$ cat config.mk
export PLATFORM = sky130hd
export DESIGN_NAME = irqdf_top
export DESIGN_NICKNAME = d
export VERILOG_FILES = /design/src/rtl/irqdf_pkg.sv /design/src/rtl/irqdf_freeze_reg.sv /design/src/rtl/irqdf_top.sv
export SDC_FILE = /design/constraint.sdc
export NUM_CORES = 1
export LEC_CHECK = 0
export BUFFER_PORTS_ARGS = -buffer_cell sky130_fd_sc_hd__buf_2
export CORE_AREA = 5 5 122 124
export DETAILED_ROUTE_END_ITERATION = 7
export DIE_AREA = 0 0 127 129
export PLACE_DENSITY = 0.61
export SLEW_MARGIN = 20
export SYNTH_ARGS = -nofsm -noshare
export SYNTH_HDL_FRONTEND = slang
export SYNTH_HIERARCHICAL = 1
export SYNTH_SLANG_ARGS = --single-unit
$ cat constraint.sdc
create_clock -name clk_sys -period 0.97 [get_ports clk_sys]
set_input_delay 0.1455 -clock clk_sys [delete_from_list [all_inputs] [get_ports clk_sys]]
set_output_delay 0.1455 -clock clk_sys [all_outputs]
set_load 0.1 [all_outputs]
$ cat src/rtl/irqdf_pkg.sv
// Package of constants and carrier types for the interrupt map and debug freeze block.
package irqdf_pkg;

    localparam int unsigned IRQDF_NUM_LINES  = 80;
    localparam int unsigned IRQDF_NUM_XFER   = 16;
    localparam int unsigned IRQDF_NUM_PORT   = 12;
    localparam int unsigned IRQDF_NUM_EXT    = 8;
    localparam int unsigned IRQDF_FRZ_WIDTH  = 3;

    // Debug freeze control register.
    localparam logic [31:0] IRQDF_FREEZE_ADDR  = 32'hE0042000;
    localparam logic [31:0] IRQDF_FREEZE_RESET = 32'h00000000;
    localparam int unsigned IRQDF_FRZ_WDT_BIT  = 0;
    localparam int unsigned IRQDF_FRZ_AST_BIT  = 1;
    localparam int unsigned IRQDF_FRZ_EVC_BIT  = 2;

    // Interrupt line numbers at the core's interrupt controller.
    localparam int unsigned IRQDF_LINE_FLASH   = 0;
    localparam int unsigned IRQDF_LINE_XFER0   = 1;
    localparam int unsigned IRQDF_LINE_SYS0    = 17;
    localparam int unsigned IRQDF_LINE_PORT0   = 25;
    localparam int unsigned IRQDF_LINE_BKP_PWR = 37;
    localparam int unsigned IRQDF_LINE_BKP_SYS = 38;
    localparam int unsigned IRQDF_LINE_TMR0    = 39;
    localparam int unsigned IRQDF_LINE_WDT     = 44;
    localparam int unsigned IRQDF_LINE_EXT0    = 45;
    localparam int unsigned IRQDF_LINE_AUDIO   = 53;
    localparam int unsigned IRQDF_LINE_SPI     = 54;
    localparam int unsigned IRQDF_LINE_TC0     = 55;
    localparam int unsigned IRQDF_LINE_TWI0    = 61;
    localparam int unsigned IRQDF_LINE_SER0    = 65;
    localparam int unsigned IRQDF_LINE_ANA0    = 69;
    localparam int unsigned IRQDF_LINE_SPARE   = 76;
    localparam int unsigned IRQDF_LINE_TWM2    = 77;
    localparam int unsigned IRQDF_LINE_LCD     = 79;

    // Peripheral request sources; every field is an active-high level.
    typedef struct packed {
        logic                        flash_ctrl_irq;
        logic [IRQDF_NUM_XFER-1:0]   periph_xfer_channel_irq;
        logic                        crc_unit_irq;
        logic                        usb_iface_irq;
        logic                        event_trigger_irq;
        logic                        event_overrun_irq;
        logic                        crypto_engine_irq;
        logic                        power_manager_irq;
        logic                        sys_ctrl_iface_irq;
        logic                        freq_meter_irq;
        logic [IRQDF_NUM_PORT-1:0]   port_ctrl_irq;
        logic                        backup_power_irq;
        logic                        backup_sys_ctrl_irq;
        logic [4:0]                  async_timer_irq;
        logic                        watchdog_irq;
        logic [IRQDF_NUM_EXT-1:0]    ext_int_irq;
        logic                        serial_audio_irq;
        logic                        spi_irq;
        logic [5:0]                  timer_ch_irq;
        logic [3:0]                  two_wire_irq;
        logic [3:0]                  serial_port_irq;
        logic                        adc_iface_irq;
        logic                        dac_ctrl_irq;
        logic                        comparator_irq;
        logic                        audio_bitstream_irq;
        logic                        random_gen_irq;
        logic                        parallel_capture_irq;
        logic                        touch_sense_irq;
        logic                        two_wire_master2_irq;
        logic                        two_wire_master3_irq;
        logic                        lcd_ctrl_irq;
    } irqdf_src_s;

    // Register access port request.
    typedef struct packed {
        logic        sel;
        logic        wr;
        logic [31:0] addr;
        logic [31:0] wdata;
    } irqdf_req_s;

endpackage : irqdf_pkg

$ cat src/rtl/irqdf_freeze_reg.sv
// Debug freeze control register storage with write decode.
module irqdf_freeze_reg
    import irqdf_pkg::*;
(
    input  wire logic                       clk_sys,
    input  wire logic                       resetn,
    input  wire logic                       ce,
    input  wire irqdf_req_s                 req,
    output logic     [IRQDF_FRZ_WIDTH-1:0]  ctrl_r
);

    logic hit;
    assign hit = req.sel && req.wr && (req.addr == IRQDF_FREEZE_ADDR);

    // Reserved bits are not stored, so they always read back as zero.
    always_ff @(posedge clk_sys or negedge resetn) begin
        if (!resetn) begin
            ctrl_r <= IRQDF_FREEZE_RESET[IRQDF_FRZ_WIDTH-1:0];
        end else if (ce && hit) begin
            ctrl_r <= req.wdata[IRQDF_FRZ_WIDTH-1:0];
        end
    end

endmodule : irqdf_freeze_reg

$ cat src/rtl/irqdf_top.sv
// Interrupt line map toward the core and debug freeze control for asynchronous peripherals.
//
// Functional notes
// - Line 0 carries the flash request and lines 1 to 16 carry transfer channels 0 to 15 in order.
// - Lines 17 to 24 carry CRC, USB, event trigger, event overrun, crypto, power, system control, frequency meter.
// - Lines 25 to 36 carry port requests 0 to 11, 37 backup power, 38 backup control, 39 to 43 timer, 44 watchdog.
// - Lines 45 to 52 carry external requests 0 to 7, 53 audio, 54 SPI, 55 to 60 timer channels, 61 to 64 two-wire.
// - Lines 65 to 68 carry serial ports, 69 to 75 the analog and misc group, 77 and 78 two-wire 2 and 3, 79 LCD.
// - The 32-bit debug freeze register at 0xE0042000 is read/write, resets to zero, bits 31 to 3 read zero.
// - Bit 0 set freezes the watchdog counter while in debug with the core halted.
// - Bit 1 set freezes the async timer prescaler and counter while in debug with the core halted.
// - Bit 2 set freezes the event controller while in debug with the core halted.
// - A clear freeze bit lets its peripheral run during debug whether or not the core is halted.
module irqdf_top
    import irqdf_pkg::*;
#(
    parameter int unsigned NUM_LINES = IRQDF_NUM_LINES
) (
    input  wire logic                  clk_sys,
    input  wire logic                  resetn,
    input  wire logic                  ce,
    input  wire irqdf_src_s            src,
    input  wire logic                  debug_active,
    input  wire logic                  core_halted,
    input  wire irqdf_req_s            req,
    output logic     [NUM_LINES-1:0]   irq_lines_r,
    output logic     [31:0]            rdata_r,
    output logic                       ack_r,
    output logic                       watchdog_freeze_r,
    output logic                       async_timer_freeze_r,
    output logic                       event_controller_freeze_r
);

    // Elaboration-time refusal: fewer lines than the map needs would silently drop sources.
    if (NUM_LINES < IRQDF_NUM_LINES) begin : g_lines_check
        $error("NUM_LINES too small for the interrupt map");
    end

    // Builds the line vector from the sources; unused lines stay low.
    function automatic logic [NUM_LINES-1:0] map_lines(input irqdf_src_s s);
        logic [NUM_LINES-1:0] v;
        v = '0;
        v[IRQDF_LINE_FLASH] = s.flash_ctrl_irq;
        for (int i = 0; i < IRQDF_NUM_XFER; i++) begin
            v[IRQDF_LINE_XFER0+i] = s.periph_xfer_channel_irq[i];
        end
        v[IRQDF_LINE_SYS0+0] = s.crc_unit_irq;
        v[IRQDF_LINE_SYS0+1] = s.usb_iface_irq;
        v[IRQDF_LINE_SYS0+2] = s.event_trigger_irq;
        v[IRQDF_LINE_SYS0+3] = s.event_overrun_irq;
        v[IRQDF_LINE_SYS0+4] = s.crypto_engine_irq;
        v[IRQDF_LINE_SYS0+5] = s.power_manager_irq;
        v[IRQDF_LINE_SYS0+6] = s.sys_ctrl_iface_irq;
        v[IRQDF_LINE_SYS0+7] = s.freq_meter_irq;
        for (int i = 0; i < IRQDF_NUM_PORT; i++) begin
            v[IRQDF_LINE_PORT0+i] = s.port_ctrl_irq[i];
        end
        v[IRQDF_LINE_BKP_PWR] = s.backup_power_irq;
        v[IRQDF_LINE_BKP_SYS] = s.backup_sys_ctrl_irq;
        for (int i = 0; i < 5; i++) begin
            v[IRQDF_LINE_TMR0+i] = s.async_timer_irq[i];
        end
        v[IRQDF_LINE_WDT] = s.watchdog_irq;
        for (int i = 0; i < IRQDF_NUM_EXT; i++) begin
            v[IRQDF_LINE_EXT0+i] = s.ext_int_irq[i];
        end
        v[IRQDF_LINE_AUDIO] = s.serial_audio_irq;
        v[IRQDF_LINE_SPI]   = s.spi_irq;
        for (int i = 0; i < 6; i++) begin
            v[IRQDF_LINE_TC0+i] = s.timer_ch_irq[i];
        end
        for (int i = 0; i < 4; i++) begin
            v[IRQDF_LINE_TWI0+i] = s.two_wire_irq[i];
            v[IRQDF_LINE_SER0+i] = s.serial_port_irq[i];
        end
        v[IRQDF_LINE_ANA0+0] = s.adc_iface_irq;
        v[IRQDF_LINE_ANA0+1] = s.dac_ctrl_irq;
        v[IRQDF_LINE_ANA0+2] = s.comparator_irq;
        v[IRQDF_LINE_ANA0+3] = s.audio_bitstream_irq;
        v[IRQDF_LINE_ANA0+4] = s.random_gen_irq;
        v[IRQDF_LINE_ANA0+5] = s.parallel_capture_irq;
        v[IRQDF_LINE_ANA0+6] = s.touch_sense_irq;
        v[IRQDF_LINE_SPARE]  = 1'b0;
        v[IRQDF_LINE_TWM2]   = s.two_wire_master2_irq;
        v[IRQDF_LINE_TWM2+1] = s.two_wire_master3_irq;
        v[IRQDF_LINE_LCD]    = s.lcd_ctrl_irq;
        return v;
    endfunction : map_lines

    logic [IRQDF_FRZ_WIDTH-1:0] ctrl_r;
    logic                       halted_dbg;
    logic                       rd_hit;

    irqdf_freeze_reg u_freeze_reg (
        .clk_sys (clk_sys),
        .resetn  (resetn),
        .ce      (ce),
        .req     (req),
        .ctrl_r  (ctrl_r)
    );

    assign halted_dbg = debug_active && core_halted;
    assign rd_hit     = req.addr == IRQDF_FREEZE_ADDR;

    // A register stage keeps every line glitch-free at the core at the cost of one cycle of latency.
    always_ff @(posedge clk_sys or negedge resetn) begin
        if (!resetn) begin
            irq_lines_r <= '0;
        end else if (ce) begin
            irq_lines_r <= map_lines(src);
        end
    end

    always_ff @(posedge clk_sys or negedge resetn) begin
        if (!resetn) begin
            watchdog_freeze_r         <= 1'b0;
            async_timer_freeze_r      <= 1'b0;
            event_controller_freeze_r <= 1'b0;
        end else if (ce) begin
            watchdog_freeze_r         <= ctrl_r[IRQDF_FRZ_WDT_BIT] && halted_dbg;
            async_timer_freeze_r      <= ctrl_r[IRQDF_FRZ_AST_BIT] && halted_dbg;
            event_controller_freeze_r <= ctrl_r[IRQDF_FRZ_EVC_BIT] && halted_dbg;
        end
    end

    // Reads answer one cycle later; an unmapped address reads as zero.
    always_ff @(posedge clk_sys or negedge resetn) begin
        if (!resetn) begin
            ack_r   <= 1'b0;
            rdata_r <= '0;
        end else if (ce) begin
            ack_r <= req.sel;
            if (req.sel && !req.wr && rd_hit) begin
                rdata_r <= {{(32-IRQDF_FRZ_WIDTH){1'b0}}, ctrl_r};
            end else begin
                rdata_r <= '0;
            end
        end
    end

    property p_flash_xfer;
        @(posedge clk_sys) disable iff (!resetn)
        ce |=> irq_lines_r[16:0] == {$past(src.periph_xfer_channel_irq), $past(src.flash_ctrl_irq)};
    endproperty
    a_flash_xfer: assert property (p_flash_xfer) else $error("flash or transfer line mismatch");

    property p_sys_group;
        @(posedge clk_sys) disable iff (!resetn)
        ce |=> irq_lines_r[24:17] == {$past(src.freq_meter_irq), $past(src.sys_ctrl_iface_irq),
                                      $past(src.power_manager_irq), $past(src.crypto_engine_irq),
                                      $past(src.event_overrun_irq), $past(src.event_trigger_irq),
                                      $past(src.usb_iface_irq), $past(src.crc_unit_irq)};
    endproperty
    a_sys_group: assert property (p_sys_group) else $error("system group line mismatch");

    property p_port_timer;
        @(posedge clk_sys) disable iff (!resetn)
        ce |=> irq_lines_r[44:25] == {$past(src.watchdog_irq), $past(src.async_timer_irq),
                                      $past(src.backup_sys_ctrl_irq), $past(src.backup_power_irq),
                                      $past(src.port_ctrl_irq)};
    endproperty
    a_port_timer: assert property (p_port_timer) else $error("port or timer line mismatch");

    property p_ext_tc;
        @(posedge clk_sys) disable iff (!resetn)
        ce |=> irq_lines_r[64:45] == {$past(src.two_wire_irq), $past(src.timer_ch_irq), $past(src.spi_irq),
                                      $past(src.serial_audio_irq), $past(src.ext_int_irq)};
    endproperty
    a_ext_tc: assert property (p_ext_tc) else $error("external or timer channel line mismatch");

    property p_upper;
        @(posedge clk_sys) disable iff (!resetn)
        ce |=> irq_lines_r[79:77] == {$past(src.lcd_ctrl_irq), $past(src.two_wire_master3_irq),
                                      $past(src.two_wire_master2_irq)}
               && irq_lines_r[68:65] == $past(src.serial_port_irq)
               && irq_lines_r[75] == $past(src.touch_sense_irq) && irq_lines_r[69] == $past(src.adc_iface_irq);
    endproperty
    a_upper: assert property (p_upper) else $error("upper line mismatch");

    property p_spare;
        @(posedge clk_sys) disable iff (!resetn)
        !irq_lines_r[IRQDF_LINE_SPARE];
    endproperty
    a_spare: assert property (p_spare) else $error("spare line raised");

    property p_reg_rw;
        @(posedge clk_sys) disable iff (!resetn)
        (ce && req.sel && req.wr && rd_hit) ##1 (ce && req.sel && !req.wr && rd_hit)
        |=> ack_r && rdata_r == {29'h0000000, $past(req.wdata[2:0], 2)};
    endproperty
    a_reg_rw: assert property (p_reg_rw) else $error("freeze register readback wrong");

    property p_wdt_freeze;
        @(posedge clk_sys) disable iff (!resetn)
        (ce && ctrl_r[IRQDF_FRZ_WDT_BIT] && debug_active && core_halted) |=> watchdog_freeze_r;
    endproperty
    a_wdt_freeze: assert property (p_wdt_freeze) else $error("watchdog not frozen");

    property p_ast_freeze;
        @(posedge clk_sys) disable iff (!resetn)
        (ce && ctrl_r[IRQDF_FRZ_AST_BIT] && debug_active && core_halted) |=> async_timer_freeze_r;
    endproperty
    a_ast_freeze: assert property (p_ast_freeze) else $error("async timer not frozen");

    property p_evc_freeze;
        @(posedge clk_sys) disable iff (!resetn)
        (ce && ctrl_r[IRQDF_FRZ_EVC_BIT] && debug_active && core_halted) |=> event_controller_freeze_r;
    endproperty
    a_evc_freeze: assert property (p_evc_freeze) else $error("event controller not frozen");

    property p_no_freeze;
        @(posedge clk_sys) disable iff (!resetn)
        (ce && (!ctrl_r[IRQDF_FRZ_WDT_BIT] || !debug_active || !core_halted)) |=> !watchdog_freeze_r;
    endproperty
    a_no_freeze: assert property (p_no_freeze) else $error("watchdog frozen without cause");

    property p_no_freeze_ast;
        @(posedge clk_sys) disable iff (!resetn)
        (ce && (!ctrl_r[IRQDF_FRZ_AST_BIT] || !debug_active || !core_halted)) |=> !async_timer_freeze_r;
    endproperty
    a_no_freeze_ast: assert property (p_no_freeze_ast) else $error("async timer frozen without cause");

    property p_no_freeze_evc;
        @(posedge clk_sys) disable iff (!resetn)
        (ce && (!ctrl_r[IRQDF_FRZ_EVC_BIT] || !debug_active || !core_halted)) |=> !event_controller_freeze_r;
    endproperty
    a_no_freeze_evc: assert property (p_no_freeze_evc) else $error("event controller frozen without cause");

endmodule : irqdf_top

* After elaboration in Yosys (flattened, before gate mapping)
Cells that the tools add are included. Widths: inputs -> output; s select.
Operators by class: mux-type cells 1, equality and inequality tests 1, reductions and logical operators 10
Operators with widths (count):
- $eq 32x32->1 const B | 1
- $logic_and 1x1->1 | 9
- $mux 3 | 1
- $logic_not 1->1 | 1
Word-level totals: bits in registers 118, word-level logic and storage cells 19

* Longest topological paths before layout
word-level depth 4, depth in mapped cells 5, gate-level depth less buffers 4

* Hierarchy
The synthesis kept the hierarchy.
By module, submodules not included:
- irqdf_top | cells each 240, times used 1, area each 3543.4 um2, seq. area each 2152.1 um2
- irqdf_freeze_reg | cells each 19, times used 1, area each 214.0 um2, seq. area each 75.1 um2

* Worst setup path before layout
OpenSTA, ideal clock, no wires.
kind flip-flop to flip-flop, from reg ack_r (netlist name), to reg ack_r, data arrival time 1130 ps, setup slack -286 ps, setup time 125 ps, cell stages (with the launch flop) 2, cell sequence dfrtp_1 > mux2_2
RTL lines:
- to (signal assigned) | RTL line irqdf_top.sv:132 | ack_r <= req.sel;
- to (decl) | RTL line irqdf_top.sv:28 | output logic ack_r,

* Final worst setup path
from reg irq_lines_r[44], to out irq_lines_r[44]
RTL lines:
- from (decl) | RTL line irqdf_top.sv:26 | output logic [NUM_LINES-1:0] irq_lines_r,
- from (signal assigned) | RTL line irqdf_top.sv:110 | irq_lines_r <= map_lines(src);
No word-level cell between the ends.

==> flow_metrics.env <==
export IMPL_status="finished with violations"
export IMPL_violations="negative setup slack"
export IMPL_p_leak_nw=3.05
export IMPL_rsz0062_at_grt="true"
export IMPL_multiInputGateArea_mm2=0.00148
export IMPL_diodes=0
export IMPL_wl_per_cell_um=15.7
export IMPL_insertion_delay_ps=330
export IMPL_maxCapViolCount=0
export IMPL_fin_tns_setup_ps=-15170
export IMPL_yosys_warnings=6
export IMPL_cts_setup_buffers=0
export IMPL_clockBufferDepth=2
export IMPL_cpPeakStageDelay_ps=500
export IMPL_power_frac_seq_pct=32.6
export IMPL_seq_area_mm2=0.00253
export IMPL_syn_avg_cell_area_um2=14.5
export IMPL_layout_drive_gt1_share_pct=87.4
export IMPL_final_setup_worst_slack_ps=-187
export IMPL_slowest_stage="dfrtp_4"
export IMPL_wl_mm=10.4
export IMPL_rrSetupSlack_ps=80
export IMPL_clkPwrFrac_pct=28.8
export IMPL_path_depth=1
export IMPL_drc=0
export IMPL_ys_ff_latch=89
export IMPL_mostFrequentLayoutCells="buf_2, buf_12, mux2_2"
export IMPL_holdWs_ps=32.9
export IMPL_comb_power_share_pct=38.6
export IMPL_clkSinkCount=89
export IMPL_fin_crit_ps=1160
export IMPL_arrival_ps=1010
export IMPL_worst_setup_path_type="register to output port"
export IMPL_initial_core_util_pct=27.5
export IMPL_grt_total_usage_pct=12.3
export IMPL_dr_pass1_iters=4
export IMPL_p_int_mw=8.75
export IMPL_antenna_found_initial=0
export IMPL_finalSetupViolCount=92
export IMPL_power_density_mw_per_mm2=1970
export IMPL_cts_max_level=3
export IMPL_cts_root_buffer="clkbuf_16"
export IMPL_crit_chain="buf_12"
export IMPL_clkTransAtPathRegs_ps=70
export IMPL_p_sw_mw=5.42
export IMPL_core_area_mm2=0.0137
export IMPL_cts_buffers=9
export IMPL_swShare_pct=38.2
export IMPL_fillCellCount=1126
export IMPL_place_congestion=0.842
export IMPL_portBuffers=206
export IMPL_num_vias=2840
export IMPL_max_freq_mhz=864
export IMPL_ys_seq_area_share_pct=59.3
export IMPL_die_area_mm2=0.0164
export IMPL_reg2reg_depth=1
export IMPL_syn_to_final_growth_pct=91.8
export IMPL_overflow=0
export IMPL_hold_viol_final=0
export IMPL_rows=43
export IMPL_synthCells=259
export IMPL_dp_hpwl_mm=8.27
export IMPL_fin_area_mm2=0.00721
export IMPL_skew_ps=0.316
export IMPL_die_h_um=129
export IMPL_crit_fanout=2
export IMPL_critPathBufInv=1
export IMPL_final_common_cell="buf_2"
export IMPL_crit_path_end_kind="output port"
export IMPL_grt_max_degree=54
export IMPL_crit_family="flip-flops"
export IMPL_vdd_drop_max_mv=0.972
export IMPL_syn_area_mm2=0.00376
export IMPL_cts_tree="yes"
export IMPL_slew_viol_final=0
export IMPL_nets=628
export IMPL_ios=266
export IMPL_ant_nets=0
export IMPL_finalCritPeriodShare_pct=119
export IMPL_required_ps=820
export IMPL_place_area_mm2=0.00664
export IMPL_start_kind="register"
export IMPL_drt_iter0_markers=72
export IMPL_hold_path_depth=2
export IMPL_synth_cell_type_count=23
export IMPL_grt_first_pass_wirelength_mm=15.7
export IMPL_die_x_um=127
export IMPL_grt_pass1_vias=3099
export IMPL_hp_class="input pin to register"
export IMPL_drt_vias_per_instance=4.28
==> stage by stage <==
stage / utilization, % / instances / setup WS (ps) / total power, mW
finish: 52.7 / 663 / -187 / 14.2
global route: 52.7 / 663 / -224 / 14.7
CTS: 52.1 / 663 / -208 / 14.3
detailed placement: 48.6 / 646 / -529 / 10.1
global placement: 48.6 / 646 / -519 / 10.1
floorplan: - / 288 / -260 / 8.06
==> cells in the mapped netlist <==
cell type	instances	area, um^2
nand4_1	2	12.5
buf_2	10	50.1
nor4_1	7	43.8
or4_4	1	11.3
mux2_2	83	935
buf_4	30	225
nor4b_1	2	17.5
and4_1	1	8.76
nand3_1	2	10.0
nor4b_2	2	30.0
o22ai_1	3	18.8
nand2_1	6	22.5
nor3b_1	1	7.51
nor2_1	1	3.75
conb_1	1	3.75
inv_1	9	33.8
o22ai_2	3	37.5
nand3b_1	1	7.51
nor4_2	2	25.0
dfrtp_1	89	2230
nor3_2	1	10.0
nor2b_1	1	6.26
and4b_1	1	10.0
==> metal layers <==
layer / vias up / share of wire [%] / routed length, um / global-route usage [%]
li1: 1283 / - / - / -
met1: 1382 / 35 / 3640 / 12.8
met2: 153 / 52 / 5440 / 22.1
met3: 22 / 10 / 1040 / 4.28
met4: 0 / 2.7 / 284 / 6.12
met5: - / 0 / 0 / 0
==> worst paths after layout <==
| kind | to | from |
|---|---|---|
| max | irq_lines_r[44] | irq_lines_r[44]$_DFFE_PN0P_ |
| min | irq_lines_r[2]$_DFFE_PN0P_ | src[63] |
| max reg2reg | irq_lines_r[44]$_DFFE_PN0P_ | irq_lines_r[44]$_DFFE_PN0P_ |
| min reg2reg | ack_r$_DFFE_PN0P_ | ack_r$_DFFE_PN0P_ |
| max in group asynchronous | irq_lines_r[8]$_DFFE_PN0P_ | resetn |
| min in group asynchronous | irq_lines_r[61]$_DFFE_PN0P_ | resetn |
==> repair_timing <==
| item | CTS | global route |
|---|---|---|
| hold buffers | 1 | 0 |
| resized for setup | 26 | 18 |
| hold endpoints to repair | 89 | 0 |
| pin swaps | 10 | 11 |
| setup endpoints to repair | 92 | 92 |
==> sequential cells by signal, summed over array words and instances (netlist names) <==
signal / flops
rdata_r: 3
ack_r: 1
u_freeze_reg/ctrl_r: 3
watchdog_freeze_r: 1
event_controller_freeze_r: 1
async_timer_freeze_r: 1
irq_lines_r: 79
==> logic make-up (layout without fill, tap and decap cells) <==
kind of cell,after synthesis,in the layout,share of synthesized area (%)
multiplexers,83,83,24.9
buffers and inverters,49,244,8.23
other,1,30,0.0998
AO/OA/AOI/OAI,6,6,1.50
AND/OR/NAND/NOR,31,31,6.03
flip-flops,89,89,59.3
==> area by class of cell <==
type	instances	area share (%)
Inverter	9	0.469
Multi-Input combinational cell	150	20.5
Timing Repair Buffer	219	35.9
Tap cell	180	3.13
Clock inverter	6	1.58
Sequential cell	89	35.1
Clock buffer	10	3.32
==> power groups by stage <==
stage	clock network [mW]	registers [mW]	logic [mW]
finish	4.08	4.62	5.47
CTS	4.19	4.63	5.47
global placement	0	4.68	5.38
floorplan	0	7.02	1.04
global route	4.40	4.66	5.61
detailed placement	0	4.71	5.42
Note: power is estimated with default switching activity, not from simulation.
